$ cat config.mk
export PLATFORM = sky130hd
export DESIGN_NAME = rfa_top
export DESIGN_NICKNAME = d
export VERILOG_FILES = /design/src/shared/rfa_pkg.sv /design/src/shared/rfa_apb_if.sv /design/src/rtl/rfa_top.sv /design/src/rtl/rfa_field_bank.sv
export SDC_FILE = /design/constraint.sdc
export NUM_CORES = 1
export LEC_CHECK = 0
export BUFFER_PORTS_ARGS = -buffer_cell sky130_fd_sc_hd__buf_4
export CORE_ASPECT_RATIO = 0.75
export CORE_MARGIN = 5
export CORE_UTILIZATION = 25
export DETAILED_ROUTE_END_ITERATION = 10
export GPL_TIMING_DRIVEN = 0
export MAX_ROUTING_LAYER = met4
export REMOVE_ABC_BUFFERS = 1
export SLEW_MARGIN = 20
export SYNTH_ARGS = -nofsm -noshare
export SYNTH_HDL_FRONTEND = slang
export SYNTH_SLANG_ARGS = --single-unit
$ cat constraint.sdc
create_clock -name clk_in -period 2.7 [get_ports clk_in]
set_input_delay 0.54 -clock clk_in [delete_from_list [all_inputs] [get_ports clk_in]]
set_output_delay 0.54 -clock clk_in [all_outputs]
set_load 0.02 [all_outputs]
$ cat src/shared/rfa_pkg.sv
package rfa_pkg;

  // per-field access behaviour, one code per four-bit field
  typedef enum logic [3:0] {
    RFA_RW                  = 4'h0,
    RFA_RO                  = 4'h1,
    RFA_WO                  = 4'h2,
    RFA_CLEAR_ON_WRITE_ONE  = 4'h3,
    RFA_CLEAR_ON_WRITE_ZERO = 4'h4,
    RFA_CLEAR_ON_READ       = 4'h5,
    RFA_SET_ONLY            = 4'h6,
    RFA_WRITE_TRIGGER       = 4'h7,
    RFA_TOGGLE              = 4'h8
  } rfa_field_t;

  // bridge sequencer states
  typedef enum logic [4:0] {
    RFA_ST_IDLE   = 5'b00001,
    RFA_ST_DATA   = 5'b00010,
    RFA_ST_SETUP  = 5'b00100,
    RFA_ST_ACCESS = 5'b01000,
    RFA_ST_ERR    = 5'b10000
  } rfa_state_t;

  localparam int unsigned RFA_DATA_W     = 32;
  localparam int unsigned RFA_FIELD_W    = 4;
  localparam int unsigned RFA_NUM_REG    = 2;
  localparam int unsigned RFA_WORD_SHIFT = 2;

  // byte offsets of the registers
  localparam logic [11:0] RFA_REG0_OFS = 12'h000;
  localparam logic [11:0] RFA_REG1_OFS = 12'h004;

  // field type map, nibble n describes bits 4n+3..4n
  localparam logic [31:0] RFA_TYPE_MAP [RFA_NUM_REG] = '{
    32'h76543210,
    32'h01586308
  };

  // reset values
  localparam logic [31:0] RFA_RESET_VAL [RFA_NUM_REG] = '{
    32'h00000A0C,
    32'h00000000
  };

  // largest legal transfer size code (word)
  localparam logic [2:0] RFA_SIZE_WORD = 3'h2;

endpackage : rfa_pkg

$ cat src/shared/rfa_apb_if.sv
`timescale 1ns/1ps
`default_nettype none
interface rfa_apb_if #(
  parameter int unsigned ADDR_W = 12
);
  logic              psel;
  logic              penable;
  logic              pwrite;
  logic [ADDR_W-1:0] paddr;
  logic [31:0]       pwdata;
  logic [31:0]       prdata;
  logic              pready;
  logic              pslverr;

  modport bridge (
    output psel,
    output penable,
    output pwrite,
    output paddr,
    output pwdata,
    input  prdata,
    input  pready,
    input  pslverr
  );

  modport bank (
    input  psel,
    input  penable,
    input  pwrite,
    input  paddr,
    input  pwdata,
    output prdata,
    output pready,
    output pslverr
  );
endinterface : rfa_apb_if
`default_nettype wire

$ cat src/rtl/rfa_top.sv
`timescale 1ns/1ps
`default_nettype none
module rfa_top
  import rfa_pkg::*;
#(
  parameter int unsigned ADDR_W = 12,
  parameter int unsigned NREG   = RFA_NUM_REG
) (
  input  wire logic               clk_in,
  input  wire logic               rst_b_in,
  input  wire logic               ahb_hsel_in,
  input  wire logic [ADDR_W-1:0]  ahb_haddr_in,
  input  wire logic [1:0]         ahb_htrans_in,
  input  wire logic               ahb_hwrite_in,
  input  wire logic [2:0]         ahb_hsize_in,
  input  wire logic [31:0]        ahb_hwdata_in,
  input  wire logic               ahb_hready_in,
  output logic      [31:0]        ahb_hrdata_out,
  output logic                    ahb_hreadyout_out,
  output logic                    ahb_hresp_out,
  input  wire logic [NREG*32-1:0] hw_set_in,
  input  wire logic [NREG*32-1:0] hw_val_in,
  output logic      [NREG*32-1:0] field_out,
  output logic      [NREG*32-1:0] trig_out
);

  if (NREG < 1 || NREG > RFA_NUM_REG) begin : g_chk_nreg
    $error("NREG outside the defined register map");
  end
  // wide arithmetic so that a full 32-bit address range is not refused
  if (ADDR_W < 3 || ADDR_W > 32 ||
      (64'(NREG) << RFA_WORD_SHIFT) > (64'(1) << ADDR_W))
  begin : g_chk_addr
    $error("ADDR_W cannot cover the register map");
  end

  rfa_state_t        state_q;
  logic              taken;
  logic              size_ok;
  logic [ADDR_W-1:0] addr_q;
  logic              write_q;
  logic              psel_q;
  logic              penable_q;
  logic [31:0]       pwdata_q;
  logic [31:0]       hrdata_q;
  logic              hready_q;
  logic              hresp_q;

  rfa_apb_if #(.ADDR_W(ADDR_W)) apb ();

  //////////////////////////////////////////////////////////////////////////
  // ahb address phase
  assign taken   = ahb_hsel_in & ahb_htrans_in[1] & ahb_hready_in;
  assign size_ok = (ahb_hsize_in <= RFA_SIZE_WORD);

  always_ff @(posedge clk_in or negedge rst_b_in) begin
    if (!rst_b_in) begin
      addr_q  <= '0;
      write_q <= 1'b0;
    end else if (state_q == RFA_ST_IDLE && taken) begin
      // byte and halfword accesses become a word access
      addr_q  <= {ahb_haddr_in[ADDR_W-1:RFA_WORD_SHIFT],
                  {RFA_WORD_SHIFT{1'b0}}};
      write_q <= ahb_hwrite_in;
    end
  end

  //////////////////////////////////////////////////////////////////////////
  // bridge sequencer, same clock on both sides
  always_ff @(posedge clk_in or negedge rst_b_in) begin
    if (!rst_b_in) begin
      state_q <= RFA_ST_IDLE;
    end else begin
      unique case (state_q)
        RFA_ST_IDLE: begin
          if (taken && size_ok) begin
            state_q <= RFA_ST_DATA;
          end else if (taken) begin
            state_q <= RFA_ST_ERR;
          end
        end
        RFA_ST_DATA:   state_q <= RFA_ST_SETUP;
        RFA_ST_SETUP:  state_q <= RFA_ST_ACCESS;
        RFA_ST_ACCESS: begin
          if (apb.pready) begin
            state_q <= apb.pslverr ? RFA_ST_ERR : RFA_ST_IDLE;
          end
        end
        RFA_ST_ERR:    state_q <= RFA_ST_IDLE;
        default:       state_q <= RFA_ST_IDLE;
      endcase
    end
  end

  // apb request signals
  always_ff @(posedge clk_in or negedge rst_b_in) begin
    if (!rst_b_in) begin
      psel_q    <= 1'b0;
      penable_q <= 1'b0;
      pwdata_q  <= 32'h00000000;
    end else begin
      if (state_q == RFA_ST_DATA) begin
        psel_q   <= 1'b1;
        // full word lanes forwarded whatever the size
        pwdata_q <= write_q ? ahb_hwdata_in : 32'h00000000;
      end
      if (state_q == RFA_ST_SETUP) begin
        penable_q <= 1'b1;
      end
      if (state_q == RFA_ST_ACCESS && apb.pready) begin
        psel_q    <= 1'b0;
        penable_q <= 1'b0;
      end
    end
  end

  // ahb response
  always_ff @(posedge clk_in or negedge rst_b_in) begin
    if (!rst_b_in) begin
      hready_q <= 1'b1;
      hresp_q  <= 1'b0;
      hrdata_q <= 32'h00000000;
    end else begin
      unique case (state_q)
        RFA_ST_IDLE: begin
          hresp_q <= 1'b0;
          if (taken) begin
            hready_q <= 1'b0;
            hresp_q  <= ~size_ok;
          end
        end
        RFA_ST_ACCESS: begin
          if (apb.pready) begin
            hready_q <= ~apb.pslverr;
            hresp_q  <= apb.pslverr;
            hrdata_q <= (write_q || apb.pslverr) ? 32'h00000000
                                                 : apb.prdata;
          end
        end
        RFA_ST_ERR: begin
          hready_q <= 1'b1;
          hresp_q  <= 1'b1;
          // refused accesses return zero read data
          hrdata_q <= 32'h00000000;
        end
        default: begin
          hready_q <= 1'b0;
        end
      endcase
    end
  end

  assign apb.psel    = psel_q;
  assign apb.penable = penable_q;
  assign apb.pwrite  = write_q;
  assign apb.paddr   = addr_q;
  assign apb.pwdata  = pwdata_q;

  assign ahb_hrdata_out    = hrdata_q;
  assign ahb_hreadyout_out = hready_q;
  assign ahb_hresp_out     = hresp_q;

  //////////////////////////////////////////////////////////////////////////
  // field bank
  rfa_field_bank #(
    .ADDR_W (ADDR_W),
    .NREG   (NREG)
  ) u_bank (
    .clk_in    (clk_in),
    .rst_b_in  (rst_b_in),
    .apb       (apb.bank),
    .hw_set_in (hw_set_in),
    .hw_val_in (hw_val_in),
    .field_out (field_out),
    .trig_out  (trig_out)
  );

endmodule : rfa_top
`default_nettype wire

$ cat src/rtl/rfa_field_bank.sv
`timescale 1ns/1ps
`default_nettype none
module rfa_field_bank
  import rfa_pkg::*;
#(
  parameter int unsigned ADDR_W = 12,
  parameter int unsigned NREG   = RFA_NUM_REG
) (
  input  wire logic                 clk_in,
  input  wire logic                 rst_b_in,
  rfa_apb_if.bank                   apb,
  input  wire logic [NREG*32-1:0]   hw_set_in,
  input  wire logic [NREG*32-1:0]   hw_val_in,
  output logic      [NREG*32-1:0]   field_out,
  output logic      [NREG*32-1:0]   trig_out
);

  localparam int unsigned IDX_W = ADDR_W - RFA_WORD_SHIFT;

  logic [IDX_W-1:0]   idx;
  logic               mapped;
  logic               acc;
  logic [NREG-1:0]    wr_sel;
  logic [NREG-1:0]    rd_sel;
  logic [NREG*32-1:0] field_q;
  logic [NREG*32-1:0] field_d;
  logic [NREG*32-1:0] rd_view;
  logic [NREG*32-1:0] trig_q;
  logic [NREG*32-1:0] trig_d;

  //////////////////////////////////////////////////////////////////////////
  // decode
  assign idx     = apb.paddr[ADDR_W-1:RFA_WORD_SHIFT];
  assign mapped  = (idx < IDX_W'(NREG));
  assign acc     = apb.psel & apb.penable;
  assign apb.pready  = 1'b1;
  assign apb.pslverr = acc & ~mapped;

  // next value of one bit by its access type
  function automatic logic next_bit(
    input rfa_field_t t,
    input logic       q,
    input logic       wr,
    input logic       rd,
    input logic       wd,
    input logic       hs,
    input logic       hv,
    input logic       rv
  );
    logic n;
    n = q;
    unique case (t)
      RFA_RW:                  n = wr ? wd : q;
      RFA_RO:                  n = hv;
      RFA_WO:                  n = wr ? wd : q;
      RFA_CLEAR_ON_WRITE_ONE:  n = hs | (q & ~(wr & wd));
      RFA_CLEAR_ON_WRITE_ZERO: n = hs | (q & ~(wr & ~wd));
      RFA_CLEAR_ON_READ:       n = hs | (q & ~rd);
      RFA_SET_ONLY:            n = q | (wr & wd);
      RFA_WRITE_TRIGGER:       n = hv;
      RFA_TOGGLE:              n = q ^ (wr & wd);
      default:                 n = rv;
    endcase
    return n;
  endfunction : next_bit

  //////////////////////////////////////////////////////////////////////////
  // per-register, per-bit field logic
  for (genvar r = 0; r < NREG; r++) begin : g_reg
    assign wr_sel[r] = acc & apb.pwrite & mapped & (idx == IDX_W'(r));
    assign rd_sel[r] = acc & ~apb.pwrite & mapped & (idx == IDX_W'(r));
    for (genvar b = 0; b < 32; b++) begin : g_bit
      localparam rfa_field_t T =
        rfa_field_t'(RFA_TYPE_MAP[r][(b/RFA_FIELD_W)*RFA_FIELD_W +: 4]);
      localparam logic RV = RFA_RESET_VAL[r][b];
      // each bit follows its own type only
      assign field_d[r*32+b] = next_bit(T, field_q[r*32+b], wr_sel[r],
                                        rd_sel[r], apb.pwdata[b],
                                        hw_set_in[r*32+b],
                                        hw_val_in[r*32+b], RV);
      // write-only bits read back their reset value
      assign rd_view[r*32+b] = (T == RFA_WO) ? RV : field_q[r*32+b];
      // any write fires the event, data ignored
      assign trig_d[r*32+b]  = (T == RFA_WRITE_TRIGGER) & wr_sel[r];
    end
  end

  always_comb begin
    apb.prdata = 32'h00000000;
    for (int r = 0; r < NREG; r++) begin
      if (mapped && idx == IDX_W'(r)) begin
        apb.prdata = rd_view[r*32 +: 32];
      end
    end
  end

  //////////////////////////////////////////////////////////////////////////
  // storage
  always_ff @(posedge clk_in or negedge rst_b_in) begin
    if (!rst_b_in) begin
      for (int r = 0; r < NREG; r++) begin
        field_q[r*32 +: 32] <= RFA_RESET_VAL[r];
      end
    end else begin
      field_q <= field_d;
    end
  end

  always_ff @(posedge clk_in or negedge rst_b_in) begin
    if (!rst_b_in) begin
      trig_q <= '0;
    end else begin
      trig_q <= trig_d;
    end
  end

  assign field_out = field_q;
  assign trig_out  = trig_q;

endmodule : rfa_field_bank
`default_nettype wire

* Yosys cells after proc, flatten, opt, wreduce, memory -nomap -nowiden
Index checks and enable logic that the tools add are counted.
** Word-level totals
- Memories :: 0
- Bits in writable memories :: 0
- ROM bits :: 0
- Bits in latches :: 0
- Input bits :: 182
- Word-level logic and storage cells :: 168
- Flip-flop bits (word level) :: 149
** Operators by class
- $add $sub $neg :: 0
- Multipliers :: 0
- Equality and inequality tests :: 8
- Div/mod/pow operators :: 0
- Shift operators :: 0
- $lt $le $gt $ge :: 2
- Muxes and demuxes :: 17
- Bitwise gates (word level) :: 118
- Reduce and logical (&&, ||, !) cells :: 10
** Operators by type and width (count)
- 32-bit 2-to-1 mux :: 4
- 32-bit one-hot mux with 2 select lines :: 1
- 1-bit bitwise AND :: 60
- 1-bit OR :: 28
- 1-bit NOT :: 22
- 5-bit one-hot mux with 4 select lines :: 1
- 5-bit 2-to-1 mux :: 3
- 10-bit by 1-bit == test with 1-bit output, second input constant :: 1
- 10-bit logical NOT :: 1
- 10-bit by 2-bit < comparator with 1-bit output, second input constant :: 1
- 1-bit XOR :: 8
- 1-bit 2-to-1 mux :: 6
- 1-bit one-hot mux with 3 select lines :: 2
- 2-bit nonzero test :: 3
- 5-bit by 1-bit == test with 1-bit output, second input constant :: 1
- 5-bit by 2-bit == test with 1-bit output, second input constant :: 1
- 5-bit by 3-bit == test with 1-bit output, second input constant :: 1
- 5-bit by 4-bit == test with 1-bit output, second input constant :: 1
- 5-bit == test, second input constant :: 1
- 1-bit logical AND :: 4
- 3-bit by 2-bit <= comparator with 1-bit output, second input constant :: 1
- 3-bit by 2-bit inequality test with 1-bit output, second input constant :: 1
- 3-bit nonzero test :: 1
- 2-bit inequality test, second input constant :: 1
- 1-bit logical OR :: 1

* Logic depth before layout (Yosys ltp)
Gate-level depths: netlist of the first run.
- Depth after elaboration :: 8
- Mapped depth :: 6

* Hierarchy
A second synthesis of the first run with hierarchy kept.
** Unflattened totals
- Cell total of the unflattened synthesis :: 614
- Area total of the unflattened synthesis :: 6776.5 um^2
** By module, submodules not included
- rfa_field_bank :: seq. area each 1631.6 um^2, area an instance 3438.3 um^2, cells an instance 323, times used 1
- rfa_top :: seq. area each 2104.5 um^2, area an instance 3338.2 um^2, cells an instance 291, times used 1

* Worst setup path before layout of the first run
Ideal clock, no wire load.
- Path type :: reg2reg
- Start point :: register addr_q[8]
- End point :: register u_bank.field_q[52], in the netlist u_bank.field_out[52]
- Library setup time :: 0.118 ns
- Stages on the path, launching flop included :: 5
- Period minus slack after synthesis :: 2.140 ns
- Arrival :: 2.021 ns
- Path slack :: 0.560 ns
- Cells stage by stage :: dfrtp_1 -> or4_4 -> or3_4 -> or4b_4 -> a21o_1
** Between the ends
- Cells in the longest elaborated chain, start to end :: 6
- Elaborated cells on any way between the ends :: 7
** RTL lines
- from (decl) :: line rfa_top.sv:40 : logic [ADDR_W-1:0] addr_q;
- from (signal assigned) :: line rfa_top.sv:62 : addr_q <= {ahb_haddr_in[ADDR_W-1:RFA_WORD_SHIFT],
- 10-bit by 2-bit < comparator with 1-bit output :: line rfa_field_bank.sv:34 : assign mapped = (idx < IDX_W'(NREG));
- 1-bit bitwise AND :: line rfa_field_bank.sv:71 : assign rd_sel[r] = acc & ~apb.pwrite & mapped & (idx == IDX_W'(r));
- 1-bit bitwise AND * :: line rfa_field_bank.sv:71
- 1-bit NOT * :: line rfa_field_bank.sv:58 : RFA_CLEAR_ON_READ: n = hs | (q & ~rd);
- 1-bit bitwise AND * :: line rfa_field_bank.sv:58
- 1-bit OR * :: line rfa_field_bank.sv:58
- via u_bank.field_d[52] :: line rfa_field_bank.sv:26 : logic [NREG*32-1:0] field_d;
- to (signal, indexed assignment) :: line rfa_field_bank.sv:102 : field_q[r*32 +: 32] <= RFA_RESET_VAL[r];
- to (signal assigned) :: line rfa_field_bank.sv:105 : field_q <= field_d;
- to (decl) :: line rfa_field_bank.sv:25 : logic [NREG*32-1:0] field_q;
Mark *: on every way through the listed nets, which the timed path passes. The rest lies on a longest branch.
A chain may end at the register's enable or synchronous reset.

* Worst setup path after layout of the first run
- Start point :: register addr_q[2]
- End point :: register u_bank.field_q[61], in the netlist u_bank.field_out[61]
** Between the ends
- Cells in the longest elaborated chain, start to end :: 3
- Elaborated cells on any way between the ends :: 4
** RTL lines
- 10-bit by 2-bit < comparator with 1-bit output :: line rfa_field_bank.sv:34
- 1-bit bitwise AND :: line rfa_field_bank.sv:70 : assign wr_sel[r] = acc & apb.pwrite & mapped & (idx == IDX_W'(r));
- 1-bit bitwise AND * :: line rfa_field_bank.sv:70
Every way passes the cells marked *; elsewhere a longest branch is shown, timed or not.

==> metrics.csv, run 1 <==
stage,metric,value,unit
clock_tree,cts_setup_buffers,0,
timing,period_share,91.5,%
drt,num_vias,4352,
timing,min_period,2.47,ns
drt,route.met2.wl,7700,µm
cells_and_area,syn2layout_area_growth,36.9,%
floorplan,chipWidth,191,µm
timing,relSlewSlack,48.2,%
global_routing,grt_pass1_wl,26800,µm
floorplan,dieArea,0.0278,mm²
drt,m1WireLength,7970,µm
setup_path,end_kind,flip-flop,
global_routing,grt_usage,12.8,%
floorplan,io_pins,344,
global_routing,first_global_vias,4635,
pwr,finalPower,6520,µW
clock_tree,cts_tree,done,
drt,wl_per_cell,15.7,µm
synthesis,synthFlopType,dfrtp_1,
setup_path,worstPathArrival,2.77,ns
drt,vias_per_cell,4.02,
place,gp_congestion,0.695,
global_routing,grt_max_degree,88,
synthesis,ys_ff_latch,145,
synthesis,synth_commonest_cells,"139 x dfrtp_1, 138 x nand2_1, 63 x buf_4, 34 x o21ai_0, 31 x o21ai_1",
synthesis,synth_cells,557,
setup_path,cp_slowest_cell,dfrtp_4,
cells_and_area,final_cell_area,0.00839,mm²
setup_path,crit_path_start_kind,flip-flop,
global_routing,antenna_found_initial,0,
synthesis,synth_edf_count,0,
synthesis,synth.distinct_cells,40,
outcome,status,finished clean,
setup_path,worstPathCellList,nand4_1 > nor4_4 > buf_6 > mux2_2,
pwr,leakage,0.00414,µW
synthesis,synth_most_common_cell,dfrtp_1,
synthesis,avgSynthCellArea,11.0,µm²
clock_tree,cts_resized,0,
global_routing,overflow,0,
clock_tree,clock_path_buffers,2,
setup_path,cp-startpoint,addr_q[2]$_DFFE_PN0P_,
timing,drv_slew,0,
clock_tree,hold_buffers,0,
drt,top_layer,met4,
place,hpwlAfterDp,12400,µm
cells_and_area,nFillCells,2466,
floorplan,start_util,25.5,%
cells_and_area,fin_nets,920,
timing,tns,0,ns
pwr,powerDensity,777,mW/mm²
cells_and_area,drive_gt1_share,34.5,%
clock_tree,cts_buffers,17,
drt,drt-initial-drc-count,131,
synthesis,synth_area,0.00612,mm²
clock_tree,clock_latency,0.42,ns
min_path,min_path_type,primary input to asynchronous set/reset pin,
place,dpl.cell_count,1050,
drt,antenna_left,0,
setup_path,slowest_delay,0.87,ns
pwr,vdd_drop_max,0.529,mV
clock_tree,clkTransAtPathRegs,0.06,ns
timing,hold_viol_final,0,
synthesis,yosysWarnings,0,
synthesis,yosysSeqAreaShare,59.4,%
cells_and_area,final_cells,1082,
place,portBuffers,180,
drt,wl_met3,1200,µm
setup_path,worstReg2RegStart,addr_q[2]$_DFFE_PN0P_,
synthesis,yosys-top-cells-area,"dfrtp_1 57%, nand2_1 8.5%, buf_4 7.7%",
cells_and_area,antenna_cells,0,
floorplan,die_h,146,µm
clock_tree,clkSinkCount,145,
place,postPlaceCellArea,0.00775,mm²
drt,routed_wl,17000,µm
setup_path,critical_path_class,flip-flop to flip-flop,
clock_tree,h-tree-depth,4,
timing,finalSetupViolCount,0,
setup_path,cp.required,3.00,ns
timing,rsz0062_at_grt,no,
synthesis,synth_top_area_share,56.8,%
timing,tightestPinTransition,0.771,ns
timing,whs,0.0425,ns
drt,drt_pass1_iterations,4,
timing,fin_skew,0.00891,ns
timing,fmax,0.405,GHz
floorplan,placementRows,49,
synthesis,async_flop_share,100,%
clock_tree,clock-root-buffer,clkbuf_16,
run,maxCapViolCount,0,
setup_path,crit_fanout,37,
drt,drc_errors,0,
synthesis,synth_top_cell_by_area,dfrtp_1,
floorplan,core_region_area,0.0240,mm²
==> layer usage <==
layer / global-route usage (%) / vias up
li1: - / 2095
met1: 16.8 / 2112
met2: 18.9 / 134
met3: 4.53 / 11
met4: 3.02 / 0
met5: - / -
==> critical path: cells and delay by family (launching register included) <==
family / cells / cell delay [ns]
and+or+nand+nor: 2 / 0.86
DFF: 1 / 0.87
muxes: 1 / 0.35
buffers and inverters: 1 / 0.25
==> worst paths after layout <==
check / end / slack (ns) / cells after the start
min in group clk_in: u_bank.field_out[56]$_DFF_PN0_ / 0.22 / 1
hold reg to reg: u_bank.field_out[9]$_DFFE_PN1P_ / 0.46 / 2
setup / recovery: u_bank.field_out[61]$_DFFE_PN0N_ / 0.23 / 4
max in group asynchronous: apb.pwdata[1]$_DFFE_PN0P_ / 1.83 / 2
hold / removal: ahb_hrdata_out[25]$_DFFE_PN0P_ / 0.04 / 1
setup reg to reg: u_bank.field_out[61]$_DFFE_PN0N_ / 0.23 / 4
==> sequential cells by signal, summed over array words and instances (netlist names), 5 cells and up <==
name and count:
u_bank.field_out 64, apb.pwdata 28, state_q 5, ahb_hrdata_out 32
addr_q 10
==> per-stage QoR <==
stage          worst slack [ns]  utilization (%)
2_1_floorplan            -0.409                -
3_3_place_gp              -2.57             31.3
3_5_place_dp              0.167             32.2
4_1_cts                   0.152             34.9
5_1_grt                  0.0708             34.9
6_report                  0.231             34.9
==> area by class of cell <==
| class | instances | area (µm²) | area share (%) |
|---|---|---|---|
| flip-flops and latches | 145 | 3640 | 43.4 |
| multi-input cells | 382 | 2140 | 25.5 |
| repair buffers | 190 | 1540 | 18.4 |
| clock buffers | 19 | 453 | 5.40 |
| well taps | 331 | 414 | 4.94 |
| clock inverters | 13 | 184 | 2.19 |
| inverters | 2 | 7.51 | 0.0895 |
==> cell usage in the layout, fill, tap and decap left out, drive strengths merged, types with 3 or more instances in the layout <==
cell type | Yosys | final
buf | 70 | 190
dfstp | 6 | 6
dfrtp | 139 | 139
mux2 | 19 | 19
mux2i | 28 | 28
nand2b | 4 | 4
nor2 | 3 | 3
conb | 1 | 60
nor4 | 3 | 3
clkbuf | 17 | 19
or4 | 3 | 3
inv | 2 | 3
or3 | 4 | 4
bufinv | 0 | 4
nand2 | 138 | 138
xnor2 | 8 | 8
clkinvlp | 0 | 3
a21o | 25 | 25
o21ai | 65 | 65
clkinv | 0 | 5
nor2b | 4 | 4
==> report_power, final <==
group          leakage, µW  switching [µW]  internal (µW)
Clock             0.000305             947           1600
Combinational      0.00209             556            535
Sequential         0.00175             384           2500
Total              0.00414            1890           4630
==> logic make-up after synthesis <==
kind of cell	count (synthesis)	synth area share, %
simple gates	172	12.6
flops	145	59.4
compound gates	95	8.99
buf+inv	89	9.73
mux	47	8.07
xor+xnor	8	1.14
other cells	1	0.0612
(Power assumes the default switching activity.)
==> run 2, diff against run 1 <==
Settings changed: CORE_MARGIN 5 to 8, GPL_ROUTABILITY_DRIVEN set to 0, PLACE_DENSITY set to 0.58.
==> run 2 against run 1 <==
Flip-flop and latch count unchanged; combinational power about the same; design area down 0.16%; register-to-register slack better by 0.02 ns; critical path type unchanged; fmax up 0.69%; first-iteration DRC count up 21%; sequential share of layout area up 0.071 points.
==> metrics.csv, run 2 (synthesis gave the netlist of run 1 again) <==
stage,metric,value,unit,change
outcome,status,finished clean,,
drt,drt_pass1_iterations,6,,+2
setup_path,crit_fanout,37,,unchanged
clock_tree,h-tree-depth,4,,unchanged
drt,vias_per_cell,4.08,,+1.4%
floorplan,die_h,152,µm,+4.1%
min_path,min_path_type,primary input to asynchronous set/reset pin,,
timing,finalSetupViolCount,0,,unchanged
place,postPlaceCellArea,0.00773,mm²,-0.21%
run,maxCapViolCount,0,,unchanged
clock_tree,clkSinkCount,145,,unchanged
floorplan,dieArea,0.0298,mm²,+7.4%
timing,layout_setup_ws,0.247,ns,+0.0170 ns
place,place_ws,0.191,ns,+0.0244 ns
timing,tns,0,ns,unchanged
cells_and_area,final_cell_area,0.00837,mm²,-0.16%
setup_path,worstPathArrival,2.75,ns,-0.02 ns
floorplan,chipWidth,197,µm,+3.1%
clock_tree,clock_path_buffers,2,,unchanged
setup_path,r2r_setup_slack,0.25,ns,+0.02 ns
timing,fin_skew,0.0110,ns,+0.00213 ns
timing,min_period,2.45,ns,-0.0170 ns
cells_and_area,final_common_cell,buf_4,,
setup_path,cp.required,3.00,ns,about the same
global_routing,antenna_found_initial,1,,+1
pwr,leakage,0.00414,µW,about the same
setup_path,worstPathCellList,nand4b_1 > or4_1 > o21ai_0 > nand2b_1,,
clock_tree,clock_latency,0.42,ns,about the same
floorplan,placementRows,49,,unchanged
timing,tightestPinTransition,0.698,ns,-0.0727 ns
timing,rsz0062_at_grt,no,,
global_routing,first_global_vias,4684,,+1.1%
drt,drt-initial-drc-count,159,,+21%
clock_tree,hold_buffers,0,,unchanged
clock_tree,cts_tree,done,,
place,hpwlAfterDp,13100,µm,+5.7%
floorplan,core_region_area,0.0240,mm²,unchanged
global_routing,grt_pass1_wl,27900,µm,+4.1%
place,portBuffers,180,,unchanged
setup_path,slowest_delay,0.82,ns,-0.05 ns
drt,antenna_left,0,,unchanged
drt,routed_wl,18100,µm,+6.5%
setup_path,cp_slowest_cell,or4_1,,
cells_and_area,syn2layout_area_growth,36.7,%,
global_routing,overflow,0,,unchanged
drt,num_vias,4415,,+1.4%
floorplan,start_util,25.5,%,unchanged
clock_tree,cts_buffers,17,,unchanged
global_routing,grt_max_degree,80,,-9.1%
timing,hold_viol_final,0,,unchanged
timing,relSlewSlack,53.4,%,+5.2 points
setup_path,end_kind,flip-flop,,
floorplan,io_pins,344,,unchanged
cells_and_area,drive_gt1_share,34.1,%,-0.40 points
drt,wl_per_cell,16.7,µm,+6.4%
clock_tree,cts_setup_buffers,0,,unchanged
timing,period_share,90.8,%,-0.63 points
cells_and_area,fin_nets,920,,unchanged
cells_and_area,mostFrequentLayoutCells,"180 x buf_4, 138 x nand2_1, 137 x dfrtp_1, 60 x conb_1, 34 x o21ai_0",,
clock_tree,clock-root-buffer,clkbuf_16,,
timing,fmax,0.408,GHz,+0.69%
setup_path,crit_path_start_kind,flip-flop,,
drt,drc_errors,0,,unchanged
pwr,powerDensity,783,mW/mm²,+0.72%
clock_tree,clkTransAtPathRegs,0.06,ns,about the same
timing,drv_slew,0,,unchanged
cells_and_area,final-seq-area,0.00364,mm²,unchanged
global_routing,grt_usage,12.7,%,-0.030 points
cells_and_area,nFillCells,2474,,+0.32%
cells_and_area,largest_reg_flops,64,,unchanged
pwr,vdd_drop_max,0.688,mV,+30%
cells_and_area,multiInputGateArea,0.00214,mm²,unchanged
clock_tree,cts_resized,0,,unchanged
setup_path,critical_path_class,flip-flop to flip-flop,,
## run 2: cell type report
type / count / share of cell area, %
Timing Repair Buffer: 190 / 18.2
Multi-Input combinational cell: 382 / 25.6
Clock buffer: 21 / 5.38
Inverter: 2 / 0.0897
Clock inverter: 11 / 2.23
Tap cell: 331 / 4.95
Sequential cell: 145 / 43.5
Antenna cell: 1 / 0.0299
## run 2: metal layers
metal / wire (µm) / GRT usage (%) / up-vias
li1: - / - / 2100
met1: 8440 / 15.9 / 2172
met2: 8230 / 19.1 / 130
met3: 1300 / 5.08 / 13
met4: 166 / 3.26 / 0
met5: 0 / - / -
## run 2: where the power goes
part | internal, µW | switching [µW]
clock | 1660 | 931
combinational | 522 | 548
sequential | 2500 | 393
## run 2: worst max-delay path: cells and delay by family, from the launching register on
family          cells  cell delay (ns)
flops               1             0.74
compound gates      1             0.29
simple gates        3             1.29
## run 2: final timing paths
path / startpoint / endpoint / cells after the start
worst max-delay path: addr_q[2]$_DFFE_PN0P_ / u_bank.field_out[19]$_DFF_PN0_ / 4
worst min-delay path: rst_b_in / ahb_hrdata_out[13]$_DFFE_PN0P_ / 1
worst max register to register: addr_q[2]$_DFFE_PN0P_ / u_bank.field_out[19]$_DFF_PN0_ / 4
worst min register to register: u_bank.field_out[9]$_DFFE_PN1P_ / u_bank.field_out[9]$_DFFE_PN1P_ / 2
max in group asynchronous: rst_b_in / u_bank.field_out[2]$_DFFE_PN1P_ / 2
min in group clk_in: hw_val_in[6] / u_bank.field_out[6]$_DFF_PN0_ / 1
## run 2: metrics by stage
step | power [µW] | utilization, % | cells | hold WS [ns]
floorplan | 3480 | - | 529 | 0.244
global placement | 3930 | 31.3 | 1040 | 0.442
detailed placement | 4020 | 32.2 | 1050 | 0.448
CTS | 6660 | 34.8 | 1082 | 0.0859
global route | 6940 | 34.8 | 1083 | 0.0912
finish | 6550 | 34.8 | 1083 | 0.0688
